<file path="config.mk">
export PLATFORM = sky130hd
export DESIGN_NAME = swpmm_top
export DESIGN_NICKNAME = d
export VERILOG_FILES = /design/src/swpmm_pkg.sv /design/src/swpmm_rx_if.sv /design/src/swpmm_top.sv /design/src/swpmm_port_sel.sv
export SDC_FILE = /design/constraint.sdc
export NUM_CORES = 1
export LEC_CHECK = 0
export BUFFER_PORTS_ARGS = -buffer_cell sky130_fd_sc_hd__buf_2
export CAP_MARGIN = 5
export CORE_AREA = 2 2 241 243
export DETAILED_ROUTE_END_ITERATION = 7
export DIE_AREA = 0 0 243 245
export PLACE_DENSITY_LB_ADDON = 0.12
export SYNTH_ARGS = -nofsm -noshare
export SYNTH_HDL_FRONTEND = slang
export SYNTH_HIERARCHICAL = 1
export SYNTH_SLANG_ARGS = --single-unit
</file>
<file path="constraint.sdc">
create_clock -name clk_sys_i -period 2.21 [get_ports clk_sys_i]
set_clock_uncertainty 0.15 [all_clocks]
set_input_delay 0.442 -clock clk_sys_i [delete_from_list [all_inputs] [get_ports clk_sys_i]]
set_output_delay 0.442 -clock clk_sys_i [all_outputs]
set_load 0.02 [all_outputs]
</file>
<file path="src/swpmm_pkg.sv">
// How it works
// - Every switch port carries a number 0 to 11 on a four-bit field.
// - Each external port feeds one port module, which feeds one interface macro.
// - Ports 0 to 3 pick either a one-gig serial macro or a copper transceiver.
// - A dual-media port can keep its serial coding layer active while on copper.
// - Port 11 is the internal CPU port with no port module and no macro.
// - Quad serial mode puts ports 4 to 7 on one high-speed macro as lanes.
// - Quad serial mode removes the normal one-gig serial links of ports 4 and 5; ports 6 and 7 have none.
// - Host-link mode gives the second high-speed macro to the host; port 10 unusable.
// - Each port holds a logical port number used by forwarding and rewriting.
`default_nettype none

package swpmm_pkg;

  ////////////////////////////////////////////////////////////////////////////////
  // Sizes
  localparam int NPORT     = 12;
  localparam int PORT_W    = 4;
  localparam int NPM       = 9;
  localparam int PM_P10    = 8;
  localparam int NSER      = 6;
  localparam int NCU       = 4;
  localparam int NQUAD     = 4;
  localparam int QUAD_BASE = 4;
  localparam int NDUAL     = 4;
  localparam int DW        = 8;
  localparam int AW        = 8;
  localparam int RW        = 32;

  ////////////////////////////////////////////////////////////////////////////////
  // Register offsets
  localparam logic [AW-1:0] OFS_MACRO_CFG  = 8'h00;
  localparam logic [AW-1:0] OFS_PORT_RST   = 8'h04;
  localparam logic [AW-1:0] OFS_HDX_CFG    = 8'h08;
  localparam logic [AW-1:0] OFS_MAP_STATUS = 8'h0c;
  localparam logic [AW-1:0] OFS_LPID_BASE  = 8'h10;

  // Macro configuration fields
  localparam int QUAD_BIT   = 0;
  localparam int HOST_BIT   = 1;
  localparam int CU_SEL_LSB = 2;
  localparam int KEEP_LSB   = 6;

  // Status fields
  localparam int ST_CONN_LSB = 0;
  localparam int ST_P10_OK   = 9;
  localparam int ST_HOST_ACT = 10;
  localparam int ST_QUAD_ACT = 11;

  // Reset values
  localparam logic [NPM-1:0]   PORT_RST_RST  = 9'h1ff;
  localparam logic [NDUAL-1:0] CU_SEL_RST    = 4'h0;
  localparam logic [NDUAL-1:0] KEEP_RST      = 4'h0;
  localparam logic [NDUAL-1:0] HDX_DIS_RST   = 4'h0;

  ////////////////////////////////////////////////////////////////////////////////
  // Types
  typedef enum logic [2:0] {
    SRC_NONE,
    SRC_SER1G,
    SRC_COPPER,
    SRC_QUAD,
    SRC_HSS
  } swpmm_src_t;

  typedef struct packed {
    logic          link;
    logic          valid;
    logic [DW-1:0] data;
  } swpmm_lane_t;

  localparam swpmm_lane_t LANE_IDLE = '{link: 1'b0, valid: 1'b0, data: 8'h00};

endpackage : swpmm_pkg

`default_nettype wire

</file>
<file path="src/swpmm_rx_if.sv">
`default_nettype none

interface swpmm_rx_if;
  import swpmm_pkg::*;

  swpmm_src_t  src;
  swpmm_lane_t ser;
  swpmm_lane_t cu;
  swpmm_lane_t quad;
  swpmm_lane_t hss;
  swpmm_lane_t rx;

  modport drv (output src, output ser, output cu, output quad, output hss, input rx);
  modport sel (input src, input ser, input cu, input quad, input hss, output rx);
endinterface : swpmm_rx_if

`default_nettype wire

</file>
<file path="src/swpmm_top.sv">
`default_nettype none

module swpmm_top
  import swpmm_pkg::*;
(
  // Clock and reset
  input  wire logic                                        clk_sys_i,
  input  wire logic                                        rst_n_i,
  // Register port
  input  wire logic [swpmm_pkg::AW-1:0]                    reg_addr_i,
  input  wire logic [swpmm_pkg::RW-1:0]                    reg_wdata_i,
  input  wire logic                                        reg_wr_i,
  input  wire logic                                        reg_rd_i,
  output logic      [swpmm_pkg::RW-1:0]                    reg_rdata_o,
  // Port modules
  input  wire logic [swpmm_pkg::NPM-1:0][swpmm_pkg::DW-1:0] port_module_tx_data_i,
  input  wire logic [swpmm_pkg::NPM-1:0]                    port_module_tx_valid_i,
  output logic      [swpmm_pkg::NPM-1:0][swpmm_pkg::DW-1:0] port_module_rx_data_o,
  output logic      [swpmm_pkg::NPM-1:0]                    port_module_rx_valid_o,
  output logic      [swpmm_pkg::NPM-1:0]                    port_module_rx_link_o,
  output logic      [swpmm_pkg::NPM-1:0]                    port_module_rst_o,
  output logic      [swpmm_pkg::NDUAL-1:0]                  pcs_keep_active_o,
  output logic      [swpmm_pkg::NDUAL-1:0]                  half_duplex_quick_path_disable_o,
  // One-gig serial macros
  input  wire logic [swpmm_pkg::NSER-1:0][swpmm_pkg::DW-1:0] ser1g_rx_data_i,
  input  wire logic [swpmm_pkg::NSER-1:0]                    ser1g_rx_valid_i,
  input  wire logic [swpmm_pkg::NSER-1:0]                    ser1g_rx_link_i,
  output logic      [swpmm_pkg::NSER-1:0][swpmm_pkg::DW-1:0] ser1g_tx_data_o,
  output logic      [swpmm_pkg::NSER-1:0]                    ser1g_tx_valid_o,
  // Copper transceivers
  input  wire logic [swpmm_pkg::NCU-1:0][swpmm_pkg::DW-1:0] copper_rx_data_i,
  input  wire logic [swpmm_pkg::NCU-1:0]                    copper_rx_valid_i,
  input  wire logic [swpmm_pkg::NCU-1:0]                    copper_rx_link_i,
  output logic      [swpmm_pkg::NCU-1:0][swpmm_pkg::DW-1:0] copper_tx_data_o,
  output logic      [swpmm_pkg::NCU-1:0]                    copper_tx_valid_o,
  // First high-speed macro, quad lanes
  input  wire logic [swpmm_pkg::NQUAD-1:0][swpmm_pkg::DW-1:0] quad_rx_data_i,
  input  wire logic [swpmm_pkg::NQUAD-1:0]                    quad_rx_valid_i,
  input  wire logic [swpmm_pkg::NQUAD-1:0]                    quad_rx_link_i,
  output logic      [swpmm_pkg::NQUAD-1:0][swpmm_pkg::DW-1:0] quad_tx_data_o,
  output logic      [swpmm_pkg::NQUAD-1:0]                    quad_tx_valid_o,
  // Second high-speed macro
  input  wire logic [swpmm_pkg::DW-1:0]                    hss_rx_data_i,
  input  wire logic                                        hss_rx_valid_i,
  input  wire logic                                        hss_rx_link_i,
  output logic      [swpmm_pkg::DW-1:0]                    hss_tx_data_o,
  output logic                                             hss_tx_valid_o,
  // Host link
  input  wire logic [swpmm_pkg::DW-1:0]                    host_link_tx_data_i,
  input  wire logic                                        host_link_tx_valid_i,
  output logic      [swpmm_pkg::DW-1:0]                    host_link_rx_data_o,
  output logic                                             host_link_rx_valid_o,
  output logic                                             host_link_rx_link_o,
  // Logical port identifiers
  output logic      [swpmm_pkg::NPORT-1:0][swpmm_pkg::PORT_W-1:0] logical_port_identifier_o
);

  import swpmm_pkg::*;

  ////////////////////////////////////////////////////////////////////////////////
  // Configuration state
  logic                            quad_serial_mode_enable_r;
  logic                            host_link_mode_enable_r;
  logic [NDUAL-1:0]                copper_sel_r;
  logic [NDUAL-1:0]                pcs_keep_r;
  logic [NDUAL-1:0]                hdx_dis_r;
  logic [NPM-1:0]                  pm_rst_r;
  logic [NPORT-1:0][PORT_W-1:0]    lpid_r;
  logic [RW-1:0]                   rdata_r;
  logic [RW-1:0]                   rdata_nxt;
  swpmm_src_t                      src_r   [NPM];
  swpmm_src_t                      src_nxt [NPM];
  logic [NPM-1:0]                  conn;
  logic                            host_act;
  logic                            quad_act;

  ////////////////////////////////////////////////////////////////////////////////
  // Register writes
  always_ff @(posedge clk_sys_i)
  begin
    if (!rst_n_i)
    begin
      quad_serial_mode_enable_r <= 1'b0;
      host_link_mode_enable_r   <= 1'b0;
      copper_sel_r              <= CU_SEL_RST;
      pcs_keep_r                <= KEEP_RST;
    end
    else if (reg_wr_i && reg_addr_i == OFS_MACRO_CFG)
    begin
      quad_serial_mode_enable_r <= reg_wdata_i[QUAD_BIT];
      host_link_mode_enable_r   <= reg_wdata_i[HOST_BIT];
      copper_sel_r              <= reg_wdata_i[CU_SEL_LSB +: NDUAL];
      pcs_keep_r                <= reg_wdata_i[KEEP_LSB +: NDUAL];
    end
  end

  always_ff @(posedge clk_sys_i)
  begin
    if (!rst_n_i)
      pm_rst_r <= PORT_RST_RST;
    else if (reg_wr_i && reg_addr_i == OFS_PORT_RST)
      pm_rst_r <= reg_wdata_i[NPM-1:0];
  end

  always_ff @(posedge clk_sys_i)
  begin
    if (!rst_n_i)
      hdx_dis_r <= HDX_DIS_RST;
    else if (reg_wr_i && reg_addr_i == OFS_HDX_CFG)
      hdx_dis_r <= reg_wdata_i[NDUAL-1:0];
  end

  always_ff @(posedge clk_sys_i)
  begin
    if (!rst_n_i)
    begin
      for (int n = 0; n < NPORT; n++)
        lpid_r[n] <= PORT_W'(n);
    end
    else if (reg_wr_i)
    begin
      for (int n = 0; n < NPORT; n++)
        if (reg_addr_i == OFS_LPID_BASE + AW'(4 * n))
          lpid_r[n] <= reg_wdata_i[PORT_W-1:0];
    end
  end

  ////////////////////////////////////////////////////////////////////////////////
  // Macro selection per port module
  always_comb
  begin
    for (int p = 0; p < NPM; p++)
      src_nxt[p] = SRC_NONE;
    for (int p = 0; p < NDUAL; p++)
      src_nxt[p] = copper_sel_r[p] ? SRC_COPPER : SRC_SER1G;
    for (int p = NDUAL; p < QUAD_BASE + NQUAD; p++)
    begin
      if (quad_serial_mode_enable_r)
        src_nxt[p] = SRC_QUAD;
      else if (p < NSER)
        src_nxt[p] = SRC_SER1G;
      else
        src_nxt[p] = SRC_NONE;
    end
    src_nxt[PM_P10] = host_link_mode_enable_r ? SRC_NONE : SRC_HSS;
  end

  // Selection only moves while the port module sits in reset
  always_ff @(posedge clk_sys_i)
  begin
    if (!rst_n_i)
    begin
      for (int p = 0; p < NPM; p++)
        src_r[p] <= SRC_NONE;
    end
    else
    begin
      for (int p = 0; p < NPM; p++)
        if (pm_rst_r[p])
          src_r[p] <= src_nxt[p];
    end
  end

  always_comb
  begin
    for (int p = 0; p < NPM; p++)
      conn[p] = (src_r[p] != SRC_NONE);
  end

  assign host_act = (src_r[PM_P10] == SRC_NONE);
  assign quad_act = (src_r[QUAD_BASE] == SRC_QUAD);

  ////////////////////////////////////////////////////////////////////////////////
  // Register reads
  always_comb
  begin
    rdata_nxt = '0;
    case (reg_addr_i)
      OFS_MACRO_CFG:
      begin
        rdata_nxt[QUAD_BIT]               = quad_serial_mode_enable_r;
        rdata_nxt[HOST_BIT]               = host_link_mode_enable_r;
        rdata_nxt[CU_SEL_LSB +: NDUAL]    = copper_sel_r;
        rdata_nxt[KEEP_LSB +: NDUAL]      = pcs_keep_r;
      end
      OFS_PORT_RST:   rdata_nxt[NPM-1:0]   = pm_rst_r;
      OFS_HDX_CFG:    rdata_nxt[NDUAL-1:0] = hdx_dis_r;
      OFS_MAP_STATUS:
      begin
        rdata_nxt[ST_CONN_LSB +: NPM]     = conn;
        rdata_nxt[ST_P10_OK]              = !host_act;
        rdata_nxt[ST_HOST_ACT]            = host_act;
        rdata_nxt[ST_QUAD_ACT]            = quad_act;
      end
      default:
      begin
        for (int n = 0; n < NPORT; n++)
          if (reg_addr_i == OFS_LPID_BASE + AW'(4 * n))
            rdata_nxt[PORT_W-1:0] = lpid_r[n];
      end
    endcase
  end

  always_ff @(posedge clk_sys_i)
  begin
    if (!rst_n_i)
      rdata_r <= '0;
    else if (reg_rd_i)
      rdata_r <= rdata_nxt;
    else
      rdata_r <= '0;
  end

  ////////////////////////////////////////////////////////////////////////////////
  // Receive paths toward port modules
  swpmm_rx_if pif [NPM] ();

  for (genvar g = 0; g < NPM; g++)
  begin : g_pm
    assign pif[g].src = src_r[g];
    if (g < NSER)
    begin : g_ser
      assign pif[g].ser = '{ser1g_rx_link_i[g], ser1g_rx_valid_i[g], ser1g_rx_data_i[g]};
    end
    else
    begin : g_noser
      assign pif[g].ser = LANE_IDLE;
    end
    if (g < NCU)
    begin : g_cu
      assign pif[g].cu = '{copper_rx_link_i[g], copper_rx_valid_i[g], copper_rx_data_i[g]};
    end
    else
    begin : g_nocu
      assign pif[g].cu = LANE_IDLE;
    end
    if (g >= QUAD_BASE && g < QUAD_BASE + NQUAD)
    begin : g_quad
      assign pif[g].quad = '{quad_rx_link_i[g-QUAD_BASE], quad_rx_valid_i[g-QUAD_BASE],
                             quad_rx_data_i[g-QUAD_BASE]};
    end
    else
    begin : g_noquad
      assign pif[g].quad = LANE_IDLE;
    end
    if (g == PM_P10)
    begin : g_hss
      assign pif[g].hss = '{hss_rx_link_i, hss_rx_valid_i, hss_rx_data_i};
    end
    else
    begin : g_nohss
      assign pif[g].hss = LANE_IDLE;
    end

    swpmm_port_sel u_sel (
      .clk_sys_i (clk_sys_i),
      .rst_n_i   (rst_n_i),
      .pif       (pif[g])
    );

    assign port_module_rx_data_o[g]  = pif[g].rx.data;
    assign port_module_rx_valid_o[g] = pif[g].rx.valid;
    assign port_module_rx_link_o[g]  = pif[g].rx.link;
  end

  ////////////////////////////////////////////////////////////////////////////////
  // Transmit paths toward macros
  always_ff @(posedge clk_sys_i)
  begin
    if (!rst_n_i)
    begin
      ser1g_tx_data_o   <= '0;
      ser1g_tx_valid_o  <= '0;
      copper_tx_data_o  <= '0;
      copper_tx_valid_o <= '0;
      quad_tx_data_o    <= '0;
      quad_tx_valid_o   <= '0;
    end
    else
    begin
      for (int i = 0; i < NSER; i++)
      begin
        ser1g_tx_data_o[i]  <= (src_r[i] == SRC_SER1G) ? port_module_tx_data_i[i] : '0;
        ser1g_tx_valid_o[i] <= (src_r[i] == SRC_SER1G) && port_module_tx_valid_i[i];
      end
      for (int i = 0; i < NCU; i++)
      begin
        copper_tx_data_o[i]  <= (src_r[i] == SRC_COPPER) ? port_module_tx_data_i[i] : '0;
        copper_tx_valid_o[i] <= (src_r[i] == SRC_COPPER) && port_module_tx_valid_i[i];
      end
      for (int k = 0; k < NQUAD; k++)
      begin
        quad_tx_data_o[k]  <= (src_r[QUAD_BASE+k] == SRC_QUAD) ?
                              port_module_tx_data_i[QUAD_BASE+k] : '0;
        quad_tx_valid_o[k] <= (src_r[QUAD_BASE+k] == SRC_QUAD) &&
                              port_module_tx_valid_i[QUAD_BASE+k];
      end
    end
  end

  always_ff @(posedge clk_sys_i)
  begin
    if (!rst_n_i)
    begin
      hss_tx_data_o        <= '0;
      hss_tx_valid_o       <= 1'b0;
      host_link_rx_data_o  <= '0;
      host_link_rx_valid_o <= 1'b0;
      host_link_rx_link_o  <= 1'b0;
    end
    else
    begin
      if (host_act)
      begin
        hss_tx_data_o  <= host_link_tx_data_i;
        hss_tx_valid_o <= host_link_tx_valid_i;
      end
      else
      begin
        hss_tx_data_o  <= port_module_tx_data_i[PM_P10];
        hss_tx_valid_o <= port_module_tx_valid_i[PM_P10];
      end
      host_link_rx_data_o  <= host_act ? hss_rx_data_i : '0;
      host_link_rx_valid_o <= host_act && hss_rx_valid_i;
      host_link_rx_link_o  <= host_act && hss_rx_link_i;
    end
  end

  ////////////////////////////////////////////////////////////////////////////////
  // Outputs
  assign reg_rdata_o                      = rdata_r;
  assign port_module_rst_o                = pm_rst_r;
  assign pcs_keep_active_o                = pcs_keep_r & copper_sel_r;
  assign half_duplex_quick_path_disable_o = hdx_dis_r;
  assign logical_port_identifier_o        = lpid_r;

endmodule : swpmm_top

`default_nettype wire

</file>
<file path="src/swpmm_port_sel.sv">
`default_nettype none

module swpmm_port_sel
  import swpmm_pkg::*;
(
  // Clock and reset
  input  wire logic clk_sys_i,
  input  wire logic rst_n_i,
  // Candidate receive lanes
  swpmm_rx_if.sel   pif
);

  swpmm_lane_t rx_nxt;

  ////////////////////////////////////////////////////////////////////////////////
  // Receive select
  always_comb
  begin
    case (pif.src)
      SRC_SER1G:  rx_nxt = pif.ser;
      SRC_COPPER: rx_nxt = pif.cu;
      SRC_QUAD:   rx_nxt = pif.quad;
      SRC_HSS:    rx_nxt = pif.hss;
      SRC_NONE:   rx_nxt = LANE_IDLE;
      default:    rx_nxt = LANE_IDLE;
    endcase
  end

  always_ff @(posedge clk_sys_i)
  begin
    if (!rst_n_i)
      pif.rx <= LANE_IDLE;
    else
      pif.rx <= rx_nxt;
  end

endmodule : swpmm_port_sel

`default_nettype wire

</file>
# Yosys cells after proc, flatten, opt, wreduce, memory -nomap -nowiden
# Memory sizes are Yosys's and may differ from the RTL's.
# Cells that the tools add are included.
[totals]
out_inout_bits = 332
ramBits = 27
in_bits = 284
register_bits = 338
n_memories = 1
wordCells = 239
[op_classes]
n_reduce_logical = 61
bitwise = 10
n_eq_ne = 30
muxes = 67
[mem_list]
columns = ["memory", "words", "width", "rd", "rd_clocked_by_memory_dff", "wr", "line_no", "text"]
rows = [
  ["src_r", 9, 3, 9, 0, 9, "swpmm_top.sv:71", "swpmm_src_t src_r [NPM];"],
]
[ops]
columns = ["cell", "count"]
rows = [
  ["$pmux 10 s2", 6],
  ["$eq 8x6->1 const B", 8],
  ["$reduce_and 2->1", 29],
  ["$mux 4", 12],
  ["$eq 8x5->1 const B", 4],
  ["$mux 3", 10],
  ["$mux 1", 29],
  ["$reduce_bool 3->1", 9],
  ["$eq 3x2->1 const B", 8],
  ["$logic_and 1x1->1", 19],
  ["$eq 3x1->1 const B", 6],
  ["$eq 8x4->1 const B", 2],
  ["$pmux 4 s4", 1],
  ["$pmux 5 s3", 1],
  ["$mux 2", 6],
  ["$or 1x1->1", 9],
  ["$eq 8x3->1 const B", 1],
  ["$logic_not 8->1", 1],
  ["$mux 8", 1],
  ["$and 4x4->4", 1],
  ["$eq 3x3->1 const B", 1],
  ["$logic_not 3->1", 1],
  ["$reduce_and 3->1", 1],
  ["$pmux 1 s2", 1],
  ["$logic_not 1->1", 1],
]

# Depth between registers and ports, before layout
# Gate-level depths: netlist of the first run.
[logic_depth]
ltp_word = 14
mapped_depth = 8
ltp_nobuf = 5

# Modules after synthesis
# The synthesis of the first run kept the hierarchy.
[by_module_without_submodules]
columns = ["module", "seq_area_each_um2", "n_inst", "area_per_inst_um2", "cells_per_inst"]
rows = [
  ["swpmm_top", 5014.8, 1, 8737.1, 828],
  ["swpmm_port_sel", 200.2, 9, 490.5, 48],
]

# Worst setup path after synthesis of the first run
# No wires, ideal clock.
[synth_timing]
path_kind = "input port to flip-flop"
from = "input reg_addr_i[4] in the netlist's numbering"
to = "register pm_rst_r[0] (netlist: port_module_rst_o[0])"
path_slack_ns = 0.064
setup_ns = 0.136
stages = 7
path_buffers = 2
required_ns = 1.924
arrival_ns = 1.860
path_cell_list = "buf_2 > or4_4 > buf_6 > nor3_4 > nand2_1 > nand2_1 > nand3_1"
[synth_between]
elab_chain_len = 2
[synth_rtl]
columns = ["element", "line_no", "text"]
rows = [
  ["from (decl)", "swpmm_top.sv:10", "input wire logic [swpmm_pkg::AW-1:0] reg_addr_i,"],
  ["$eq 8x3->1", "swpmm_top.sv:101", "else if (reg_wr_i && reg_addr_i == OFS_PORT_RST)"],
  ["$logic_and 1x1->1", "swpmm_top.sv:101", ""],
  ["to (signal assigned)", "swpmm_top.sv:102", "pm_rst_r <= reg_wdata_i[NPM-1:0];"],
  ["to (decl)", "swpmm_top.sv:67", "logic [NPM-1:0] pm_rst_r;"],
]
# Every way passes these cells.
# A chain may end at the register's enable or synchronous reset.

==> results of run 1 <==
flip-flops by register name, indices dropped and copies added (netlist names), 6 cells and up:
signal,cells
copper_tx_data_o,32
g_pm.u_sel/pif.rx,90
host_link_rx_data_o,8
hss_tx_data_o,8
logical_port_identifier_o,48
port_module_rst_o,9
quad_tx_data_o,32
reg_rdata_o,12
ser1g_tx_data_o,48
ser1g_tx_valid_o,6
src_r,15
metal layers:
layer	share of wire	GRT usage	wire, µm
met2	0.49	0.292	25700
met5	0.00075	0	39
met1	0.42	0.204	21900
met3	0.058	0.0440	3040
met4	0.026	0.0525	1350
metrics by stage:
stage	std cells	TNS [ns]	util
CTS	3099	0	0.369
finish	3103	0	0.370
global placement	2886	-0.910	0.320
detailed placement	2886	-1.16	0.320
floorplan	1539	0	-
global route	3102	0	0.370
worst max-delay path by stage:
stage,startpoint,end,cells after the start
after detailed placement,reg_addr_i[2],host_link_mode_enable_r,7
after global placement,reg_addr_i[2],pcs_keep_r[0],7
after CTS,src_r[0][13],g_pm[4].u_sel/pif.rx[3],4
after floorplan,reg_addr_i[4],port_module_rst_o[0],7
after global routing,copper_sel_r[0],pcs_keep_active_o[0],2
final,src_r[0][13],g_pm[4].u_sel/pif.rx[7],4
area by class of cell:
class,instances,area (µm²)
fill,5981,36000
multi-input combinational,1120,6920
sequential,333,6820
timing repair buffer,800,4930
clock buffer,52,1150
tap,765,957
clock inverter,24,277
inverter,6,22.5
antenna,3,7.51
worst max-delay path, delay by kind of cell (launching register included):
kind,cells,cell delay [ns]
buf+inv,1,0.57
flops,1,0.55
compound gates,3,0.68
timing repair:
action,4_1_cts,5_1_grt
buffers inserted,0,1
endpoints found under the setup margin,1,4
hold endpoints to repair,181,0
gates resized for setup,1,2
hold buffers,137,0
power groups by stage:
stage | Combinational (W) | Clock, W | Sequential [W]
floorplan | 0.000538 | 0 | 0.00649
global placement | 0.00123 | 0 | 0.00634
detailed placement | 0.00124 | 0 | 0.00634
CTS | 0.00144 | 0.00732 | 0.00620
global route | 0.00160 | 0.00758 | 0.00621
finish | 0.00146 | 0.00708 | 0.00620
cell usage in the layout, fill, tap and decap left out, types with 8 or more instances in the layout:
master,synthesis,routed
dfxtp_1,318,317
a21oi_1,106,106
nand2_1,79,79
nor2_1,24,24
buf_2,21,572
nand2b_1,11,11
edfxtp_1,15,15
conb_1,1,280
o21ai_2,9,8
and3b_1,13,12
dlygate4sd3_1,0,137
a22oi_1,184,184
and3_1,21,21
clkinv_2,0,10
nor2b_1,44,44
nor3b_2,9,9
nor3b_4,18,18
buf_4,30,90
o21ba_2,9,9
mux2i_1,69,69
and2_1,129,129
clkbuf_16,0,43
nand3_1,35,35
a21boi_0,10,10
cells by family (layout without fill, tap and decap cells):
group	count (synthesis)	after routing	synth area share
and+or+nand+nor	405	405	0.198
muxes	75	75	0.0611
xor gates and xnor gates	1	1	0.000666
AOI/OAI and AO/OA	359	359	0.186
other	1	283	0.000285
DFF	333	333	0.518
buffers and inverters	86	882	0.0357
cell usage after synthesis (3+ instances only):
cell and count:
a21oi_1 106, and3_1 21, nor2b_1 44, o22ai_1 7
nand3_1 35, nand2_1 79, nor3b_2 9, a31oi_1 3
o211ai_1 3, buf_4 30, o21ai_2 9, inv_1 5
nor3b_4 18, mux2i_1 69, nor3_1 5, edfxtp_1 15
a22oi_1 184, nand2b_1 11, o21ba_2 9, o21ai_0 7
and3b_1 13, dfxtp_1 318, nor2_1 24, clkbuf_1 26
buf_2 21, and2_1 129, mux4_2 4, a21boi_0 10
==> impl_metrics.env, run 1 <==
export IMPL_status="completed"
export IMPL_cp_slowest_cell="dlygate4sd3_1"
export IMPL_r2r_end="g_pm[4].u_sel/pif.rx[7]"
export IMPL_worst_slew_pin_transition_ns=0.979
export IMPL_fp_row_count=88
export IMPL_worstPathMaxFanout=10
export IMPL_final_area_um2=21100
export IMPL_setup_slack_ns=0.137
export IMPL_pwr_share_seq=0.421
export IMPL_p_int_w=0.0111
export IMPL_initial_utilization=0.231
export IMPL_clk_latency_ns=0.56
export IMPL_clk_pin_slew_ns=0.06
export IMPL_gp_congestion=0.863
export IMPL_reg2reg_from="src_r[0][13]"
export IMPL_drt_first_pass_iters=5
export IMPL_die_w_um=243
export IMPL_ant_nets=0
export IMPL_drt_iter0_markers=476
export IMPL_drt_vias_per_instance=4.11
export IMPL_dpl_cell_area_um2=18200
export IMPL_worst_endpoint_required_ns=2.50
export IMPL_routed_wl_mm=52.1
export IMPL_io_pins=616
export IMPL_vias=12765
export IMPL_synth_cell_types=60
export IMPL_synth_top_area_cell="dfxtp_1"
export IMPL_swShare=0.245
export IMPL_combPwrFrac=0.099
export IMPL_cts_sinks=333
export IMPL_die_area_um2=59500
export IMPL_critPathKind="flip-flop to flip-flop"
export IMPL_vdd_drop_max_mv=0.464
export IMPL_max_slew_margin_rel=0.344
export IMPL_grt_ovfl_total=0
export IMPL_cts_tree="yes"
export IMPL_maxCapViolCount=0
export IMPL_drc=0
export IMPL_hold_viol=0
export IMPL_hp_start="ser1g_rx_data_i[47]"
export IMPL_rsz0062_at_grt="false"
export IMPL_switchingPower_w=0.00361
export IMPL_ys_warn_count=6
export IMPL_reg2reg_slack_ns=0.14
export IMPL_clkPwrFrac=0.480
export IMPL_finalCriticalPeriod_ns=2.07
export IMPL_holdPathStages=3
export IMPL_worst_hold_path_endpoint="g_pm[5].u_sel/pif.rx[7]"
export IMPL_final_hold_worst_slack_ns=0.0359
export IMPL_slowest_delay_ns=0.57
export IMPL_port_buffers=573
export IMPL_async_reset_ff_frac=0
export IMPL_grt_pass1_wl_mm=77.9
export IMPL_die_h_um=245
export IMPL_numCtsBuffers=41
export IMPL_place_ws_ns=-0.109
export IMPL_holdCritPathClass="input port to flip-flop"
export IMPL_synth_edff_count=15
export IMPL_critPathArrivalTime_ns=2.36
export IMPL_leakage_nw=10.1
export IMPL_setup_violations=0
export IMPL_syn_inst=1260
export IMPL_synth_avg_cell_area_um2=10.4
export IMPL_yosys_most_used_dff="dfxtp_1"
export IMPL_crit_path_cell_trace="o21ba_2 -> o21ai_4 -> a21oi_1 -> dlygate4sd3_1"
export IMPL_startpoint_type="flip-flop"
export IMPL_htree_levels=2
export IMPL_fmax_mhz=482
export IMPL_ys_ff_latch=333
export IMPL_yosysTopAreaCellShare=0.484
export IMPL_synth_top_cells_by_area="dfxtp_1 (48%), a22oi_1 (11%), and2_1 (6.1%)"
export IMPL_netlist_area_um2=13200
export IMPL_fin_crit_sh=0.938
export IMPL_grt_antenna_before_repair=6
export IMPL_core_area_um2=57000
export IMPL_grt_max_degree=46
export IMPL_num_nets_final=2586
export IMPL_wl_per_cell_um=16.8
export IMPL_grt_usage=0.169
export IMPL_first_global_vias=12826
export IMPL_dpl_hpwl_mm=39.7
export IMPL_slew_violations=0
export IMPL_clk_path_buf_depth=3
export IMPL_syn_to_final_growth_pct=60.3
export IMPL_clockRootBuffer="clkbuf_16"
export IMPL_drive_gt1_frac=0.342
export IMPL_power_density_nw_per_um2=699
export IMPL_crit_path_end_kind="flip-flop"
export IMPL_rr_worst_depth=4
export IMPL_synth_seq_area_share=0.518
export IMPL_power_w=0.0147
(Power assumes the default switching activity.)
==> run 2: changes to the inputs <==
Clock period 2.21 ns to 1.7 ns, I/O delays scaled along.
==> run 2 against run 1 <==
Against the previous run:
- the run now ends with negative setup slack left
- combinational power increased by 55%
- fmax increased by 19%
- final cell count grew 4.8%
- sequential power increased by 30%
- final area is 10% higher
- routed wire length increased by 4.9%
- critical path depth increased by 1
- non-clock buffer count is 152 higher
- first-iteration DRC count is 16% lower
- register-to-register slack lost 0.18 ns
- critical path type unchanged
- critical endpoint is now src_r[0][18]
- highest routed layer unchanged
==> impl_metrics.env, run 2 (same netlist as run 1, synthesis figures left out) <==
export IMPL_power_density_nw_per_um2=851
export IMPL_layout_commonest_cell="buf_2"
export IMPL_ant_nets=0
export IMPL_clk_latency_ns=0.56
export IMPL_gp_congestion=0.832
export IMPL_leakage_nw=11.0
export IMPL_clk_path_buf_depth=3
export IMPL_dpl_hpwl_mm=40.7
export IMPL_critPathArrivalTime_ns=1.89
export IMPL_cts_sinks=333
export IMPL_worst_slew_pin_transition_ns=0.870
export IMPL_crit_path_end_kind="flip-flop"
export IMPL_n_fill_cell=5834
export IMPL_regMostFlops="g_pm.u_sel/pif.rx"
export IMPL_drt_vias_per_instance=4.12
export IMPL_fp_row_count=88
export IMPL_holdCritPathClass="input port to flip-flop"
export IMPL_drc=0
export IMPL_cts_tree="yes"
export IMPL_max_slew_margin_rel=0.418
export IMPL_startpoint_type="flip-flop"
export IMPL_worstPathMaxFanout=6
export IMPL_fin_crit_sh=1.03
export IMPL_power_w=0.0198
export IMPL_core_area_um2=57000
export IMPL_largest_reg_flops=90
export IMPL_drt_first_pass_iters=5
export IMPL_num_nets_final=2740
export IMPL_grt_pass1_wl_mm=81.8
export IMPL_crit_buf_inv=1
export IMPL_final_setup_tns_ns=-0.202
export IMPL_grt_usage=0.177
export IMPL_first_global_vias=13645
export IMPL_dpl_cell_area_um2=18900
export IMPL_setup_violations=7
export IMPL_cp_slowest_cell="dfxtp_2"
export IMPL_finalCriticalPeriod_ns=1.75
export IMPL_vias=13403
export IMPL_wl_per_cell_um=16.8
export IMPL_rsz0062_at_grt="true"
export IMPL_violations="negative setup slack"
export IMPL_setup_slack_ns=-0.0456
export IMPL_grt_ovfl_total=0
export IMPL_vdd_drop_max_mv=0.589
export IMPL_fmax_mhz=573
export IMPL_drive_gt1_frac=0.366
export IMPL_maxCapViolCount=0
export IMPL_final_area_um2=23200
export IMPL_slowest_delay_ns=0.34
export IMPL_die_w_um=243
export IMPL_routed_wl_mm=54.6
export IMPL_initial_utilization=0.231
export IMPL_syn_to_final_growth_pct=76.6
export IMPL_port_buffers=573
export IMPL_grt_max_degree=34
export IMPL_grt_antenna_before_repair=4
export IMPL_hold_viol=0
export IMPL_drt_iter0_markers=400
export IMPL_htree_levels=2
export IMPL_cp_top_family="simple AND/OR/NAND/NOR gates"
export IMPL_clk_pin_slew_ns=0.06
export IMPL_status="finished with violations"
export IMPL_io_pins=616
export IMPL_worst_endpoint_required_ns=1.84
export IMPL_slew_violations=0
export IMPL_crit_path_cell_trace="nor4_4 -> nand2_1 -> o41ai_4 -> inv_2 -> and2_4"
export IMPL_numCtsBuffers=43
export IMPL_die_area_um2=59500
export IMPL_critPathKind="flip-flop to flip-flop"
export IMPL_layout_common_cells="buf_2 (551), dfxtp_1 (290), conb_1 (280), dlygate4sd3_1 (239), a22oi_1 (182)"
export IMPL_clockRootBuffer="clkbuf_16"
export IMPL_die_h_um=245
==> run 2: timing repair <==
item,in CTS,in global routing
hold endpoints to repair,243,0
setup endpoints to repair,57,46
setup buffers,16,7
hold buffers,239,0
gates resized for setup,74,18
cloned,0,0
pin swaps,8,5
==> run 2: per-stage QoR <==
step,worst slack (ns),hold slack (ns),util,cells
2_1_floorplan,-0.151,0.289,-,1539
3_3_place_gp,-0.422,0.311,0.331,2916
3_5_place_dp,-0.430,0.320,0.331,2916
4_1_cts,-0.0893,0.00759,0.405,3244
5_1_grt,-0.118,0.0261,0.407,3253
6_report,-0.0456,0.0125,0.407,3253
==> run 2: final timing paths <==
check | cells after the start | endpoint | from | slack (ns)
hold reg to reg | 2 | pcs_keep_r[0] | pcs_keep_r[0] | 0.32
setup / recovery | 5 | src_r[0][18] | port_module_rst_o[6] | -0.05
hold / removal | 3 | g_pm[1].u_sel/pif.rx[8] | ser1g_rx_valid_i[1] | 0.01
setup reg to reg | 5 | src_r[0][18] | port_module_rst_o[6] | -0.05
==> run 2: area by class of cell <==
class	instances	area (µm²)	share of cell area
multi-input cells	1120	7190	0.309
flip-flops and latches	333	6870	0.296
repair buffers	952	6710	0.289
clock buffers	63	1320	0.0566
well taps	765	957	0.0412
clock inverters	12	166	0.00716
inverters	6	22.5	0.000969
diodes	2	5.00	0.000215
==> run 2: where the power goes <==
part / total, W / internal, W / leakage, nW / switching, W
registers: 0.00805 / 0.00801 / 2.76 / 0.0000483
clock network: 0.00947 / 0.00594 / 0.732 / 0.00353
logic: 0.00226 / 0.00112 / 7.56 / 0.00114
==> run 2: layer usage <==
metal / vias to the layer above / track usage / wire [µm]
met2: 380 / 0.313 / 27400
met5: - / 0 / 13
met4: 2 / 0.0610 / 1650
met3: 105 / 0.0483 / 3370
met1: 6228 / 0.206 / 22200
li1: 6688 / - / -
==> run 2: tightest hold or removal path, stage by stage <==
cell	delay, ns
buf_2	0.09
a22oi_2	0.08
a21oi_1	0.16
==> run 3: changes to the inputs <==
Settings changed: CORE_AREA 2 2 241 243 to 2 2 243 245, CTS_BUF_LIST set to sky130_fd_sc_hd__clkbuf_8, DIE_AREA 0 0 243 245 to 0 0 245 247.
==> run 3 against run 2 <==
Against the previous run:
- the run still ends with negative setup slack left
- register-to-register slack worse by 0.04 ns
- routed wire length rose by 1.9%
- flip-flop and latch count is the same
- die area increased by 1.6%
- sequential power about the same
==> impl_metrics.env, run 3 (same netlist as run 1, synthesis figures left out) <==
export IMPL_fin_crit_sh=1.06
export IMPL_layout_common_cells="buf_2 (440), conb_1 (280), dlygate4sd3_1 (252), dfxtp_1 (226), buf_4 (201)"
export IMPL_clk_pin_slew_ns=0.06
export IMPL_slew_violations=0
export IMPL_critPathKind="flip-flop to output port"
export IMPL_holdCritPathClass="input port to flip-flop"
export IMPL_initial_utilization=0.226
export IMPL_crit_buf_inv=1
export IMPL_clk_latency_ns=0.67
export IMPL_max_slew_margin_rel=0.447
export IMPL_grt_pass1_wl_mm=82.1
export IMPL_cts_sinks=333
export IMPL_grt_usage=0.175
export IMPL_slowest_delay_ns=0.35
export IMPL_pwr_share_seq=0.440
export IMPL_drc=0
export IMPL_combPwrFrac=0.127
export IMPL_final_cell_count_no_fill=3347
export IMPL_drt_vias_per_instance=4.12
export IMPL_port_buffers=573
export IMPL_leakage_nw=11.4
export IMPL_cts_tree="yes"
export IMPL_reg2reg_slack_ns=-0.09
export IMPL_rr_worst_depth=4
export IMPL_cp_slowest_cell="dfxtp_4"
export IMPL_worst_slew_pin_transition_ns=0.826
export IMPL_power_density_nw_per_um2=755
export IMPL_critPathArrivalTime_ns=1.31
export IMPL_crit_path_end_kind="output port"
export IMPL_clkPwrFrac=0.433
export IMPL_syn_to_final_growth_pct=84.0
export IMPL_clockRootBuffer="clkbuf_8"
export IMPL_routed_wl_mm=55.7
export IMPL_io_pins=616
export IMPL_worst_endpoint_required_ns=1.21
export IMPL_crit_path_cell_trace="and2_4 -> buf_6"
export IMPL_drive_gt1_frac=0.410
export IMPL_gp_congestion=0.836
export IMPL_core_area_um2=58200
export IMPL_rsz0062_at_grt="true"
export IMPL_clk_path_buf_depth=3
export IMPL_startpoint_type="flip-flop"
export IMPL_layout_commonest_cell="buf_2"
export IMPL_endpoint="pcs_keep_active_o[1]"
export IMPL_wl_per_cell_um=16.6
export IMPL_r2r_end="reg_rdata_o[3]"
export IMPL_place_ws_ns=-0.423
export IMPL_worstPathMaxFanout=2
export IMPL_finalCriticalPeriod_ns=1.80
export IMPL_num_nets_final=2811
export IMPL_hold_viol=0
export IMPL_grt_max_degree=34
export IMPL_violations="negative setup slack"
export IMPL_status="finished with violations"
export IMPL_die_area_um2=60500
export IMPL_die_h_um=247
export IMPL_regMostFlops="g_pm.u_sel/pif.rx"
export IMPL_swShare=0.256
export IMPL_drt_iter0_markers=450
export IMPL_fp_row_count=89
export IMPL_reg2reg_from="src_r[0][9]"
export IMPL_dp_cells=2924
export IMPL_setup_slack_ns=-0.0959
export IMPL_dpl_hpwl_mm=40.6
export IMPL_drt_first_pass_iters=5
export IMPL_cp_startpoint="copper_sel_r[1]"
export IMPL_htree_levels=2
export IMPL_cp_top_family="flip-flops"
export IMPL_grt_antenna_before_repair=3
export IMPL_power_w=0.0183
export IMPL_fmax_mhz=557
export IMPL_grt_ovfl_total=0
export IMPL_maxCapViolCount=0
export IMPL_largest_reg_flops=90
export IMPL_vdd_drop_max_mv=0.481
export IMPL_switchingPower_w=0.00468
export IMPL_numCtsBuffers=59
export IMPL_setup_violations=18
export IMPL_die_w_um=245
export IMPL_ant_nets=0
export IMPL_first_global_vias=14042
export IMPL_vias=13788
export IMPL_cp_depth=2
export IMPL_p_int_w=0.0136
==> run 3: cell types whose count changed in the layout (fill, tap and decap cells not counted), sizes merged <==
cell / before / now
buf: 713 / 755
clkbuf: 63 / 72
clkinv: 7 / 8
dlygate4sd3: 239 / 252
inv: 6 / 27
==> run 3: repair_timing <==
| action | CTS | global route |
|---|---|---|
| cloned | 0 | 0 |
| hold buffers | 252 | 0 |
| gates resized for setup | 305 | 72 |
| setup endpoints to repair | 163 | 117 |
| pin swaps | 10 | 6 |
| hold endpoints to repair | 294 | 0 |
| buffers inserted | 57 | 9 |
==> run 3: worst min path at each step <==
stage	from	endpoint	slack, ns	depth (start not counted)
after floorplan	pcs_keep_r[2]	pcs_keep_r[2]	0.29	2
after global placement	pcs_keep_r[1]	pcs_keep_r[1]	0.31	2
after detailed placement	pcs_keep_r[1]	pcs_keep_r[1]	0.32	2
after CTS	reg_wr_i	logical_port_identifier_o[9]	0.006	4
after global routing	reg_wr_i	logical_port_identifier_o[9]	0.04	4
final	reg_wr_i	logical_port_identifier_o[9]	0.09	4
==> run 3: layout make-up <==
| cell class | count | area, µm² |
|---|---|---|
| fill | 5818 | 34000 |
| timing repair buffer | 1007 | 7690 |
| multi-input combinational | 1120 | 7270 |
| sequential | 333 | 6990 |
| clock buffer | 72 | 991 |
| tap | 773 | 967 |
| clock inverter | 34 | 263 |
| inverter | 6 | 22.5 |
| antenna | 2 | 5.00 |
==> run 3: tightest hold or removal path, stage by stage <==
cell and delay (ns):
buf_2 0.24, nand3_4 0.16, mux2i_1 0.08, nand2_1 0.05
==> run 3: power groups by stage <==
stage          sequential, W  combinational, W  clock [W]
6_report             0.00803           0.00233    0.00790
5_1_grt              0.00804           0.00252    0.00856
4_1_cts              0.00803           0.00225    0.00821
3_5_place_dp         0.00823           0.00174          0
3_3_place_gp         0.00823           0.00174          0
2_1_floorplan        0.00843          0.000733          0
==> run 3: metrics by stage <==
step	utilization	cell area, µm²	hold slack, ns	setup TNS [ns]
6_report	0.415	24200	0.0862	-0.876
5_1_grt	0.415	24200	0.0386	-3.25
4_1_cts	0.410	23900	0.00639	-2.21
3_5_place_dp	0.324	18800	0.318	-24.12
3_3_place_gp	0.324	18800	0.313	-23.15
2_1_floorplan	-	14500	0.289	-5.90
==> run 3: metal layers <==
metal,global-route usage,vias up,share of wire
met5,0,-,0.00043
met4,0.0694,4,0.032
met3,0.0480,108,0.064
met2,0.303,401,0.50
met1,0.206,6442,0.41
li1,-,6833,-
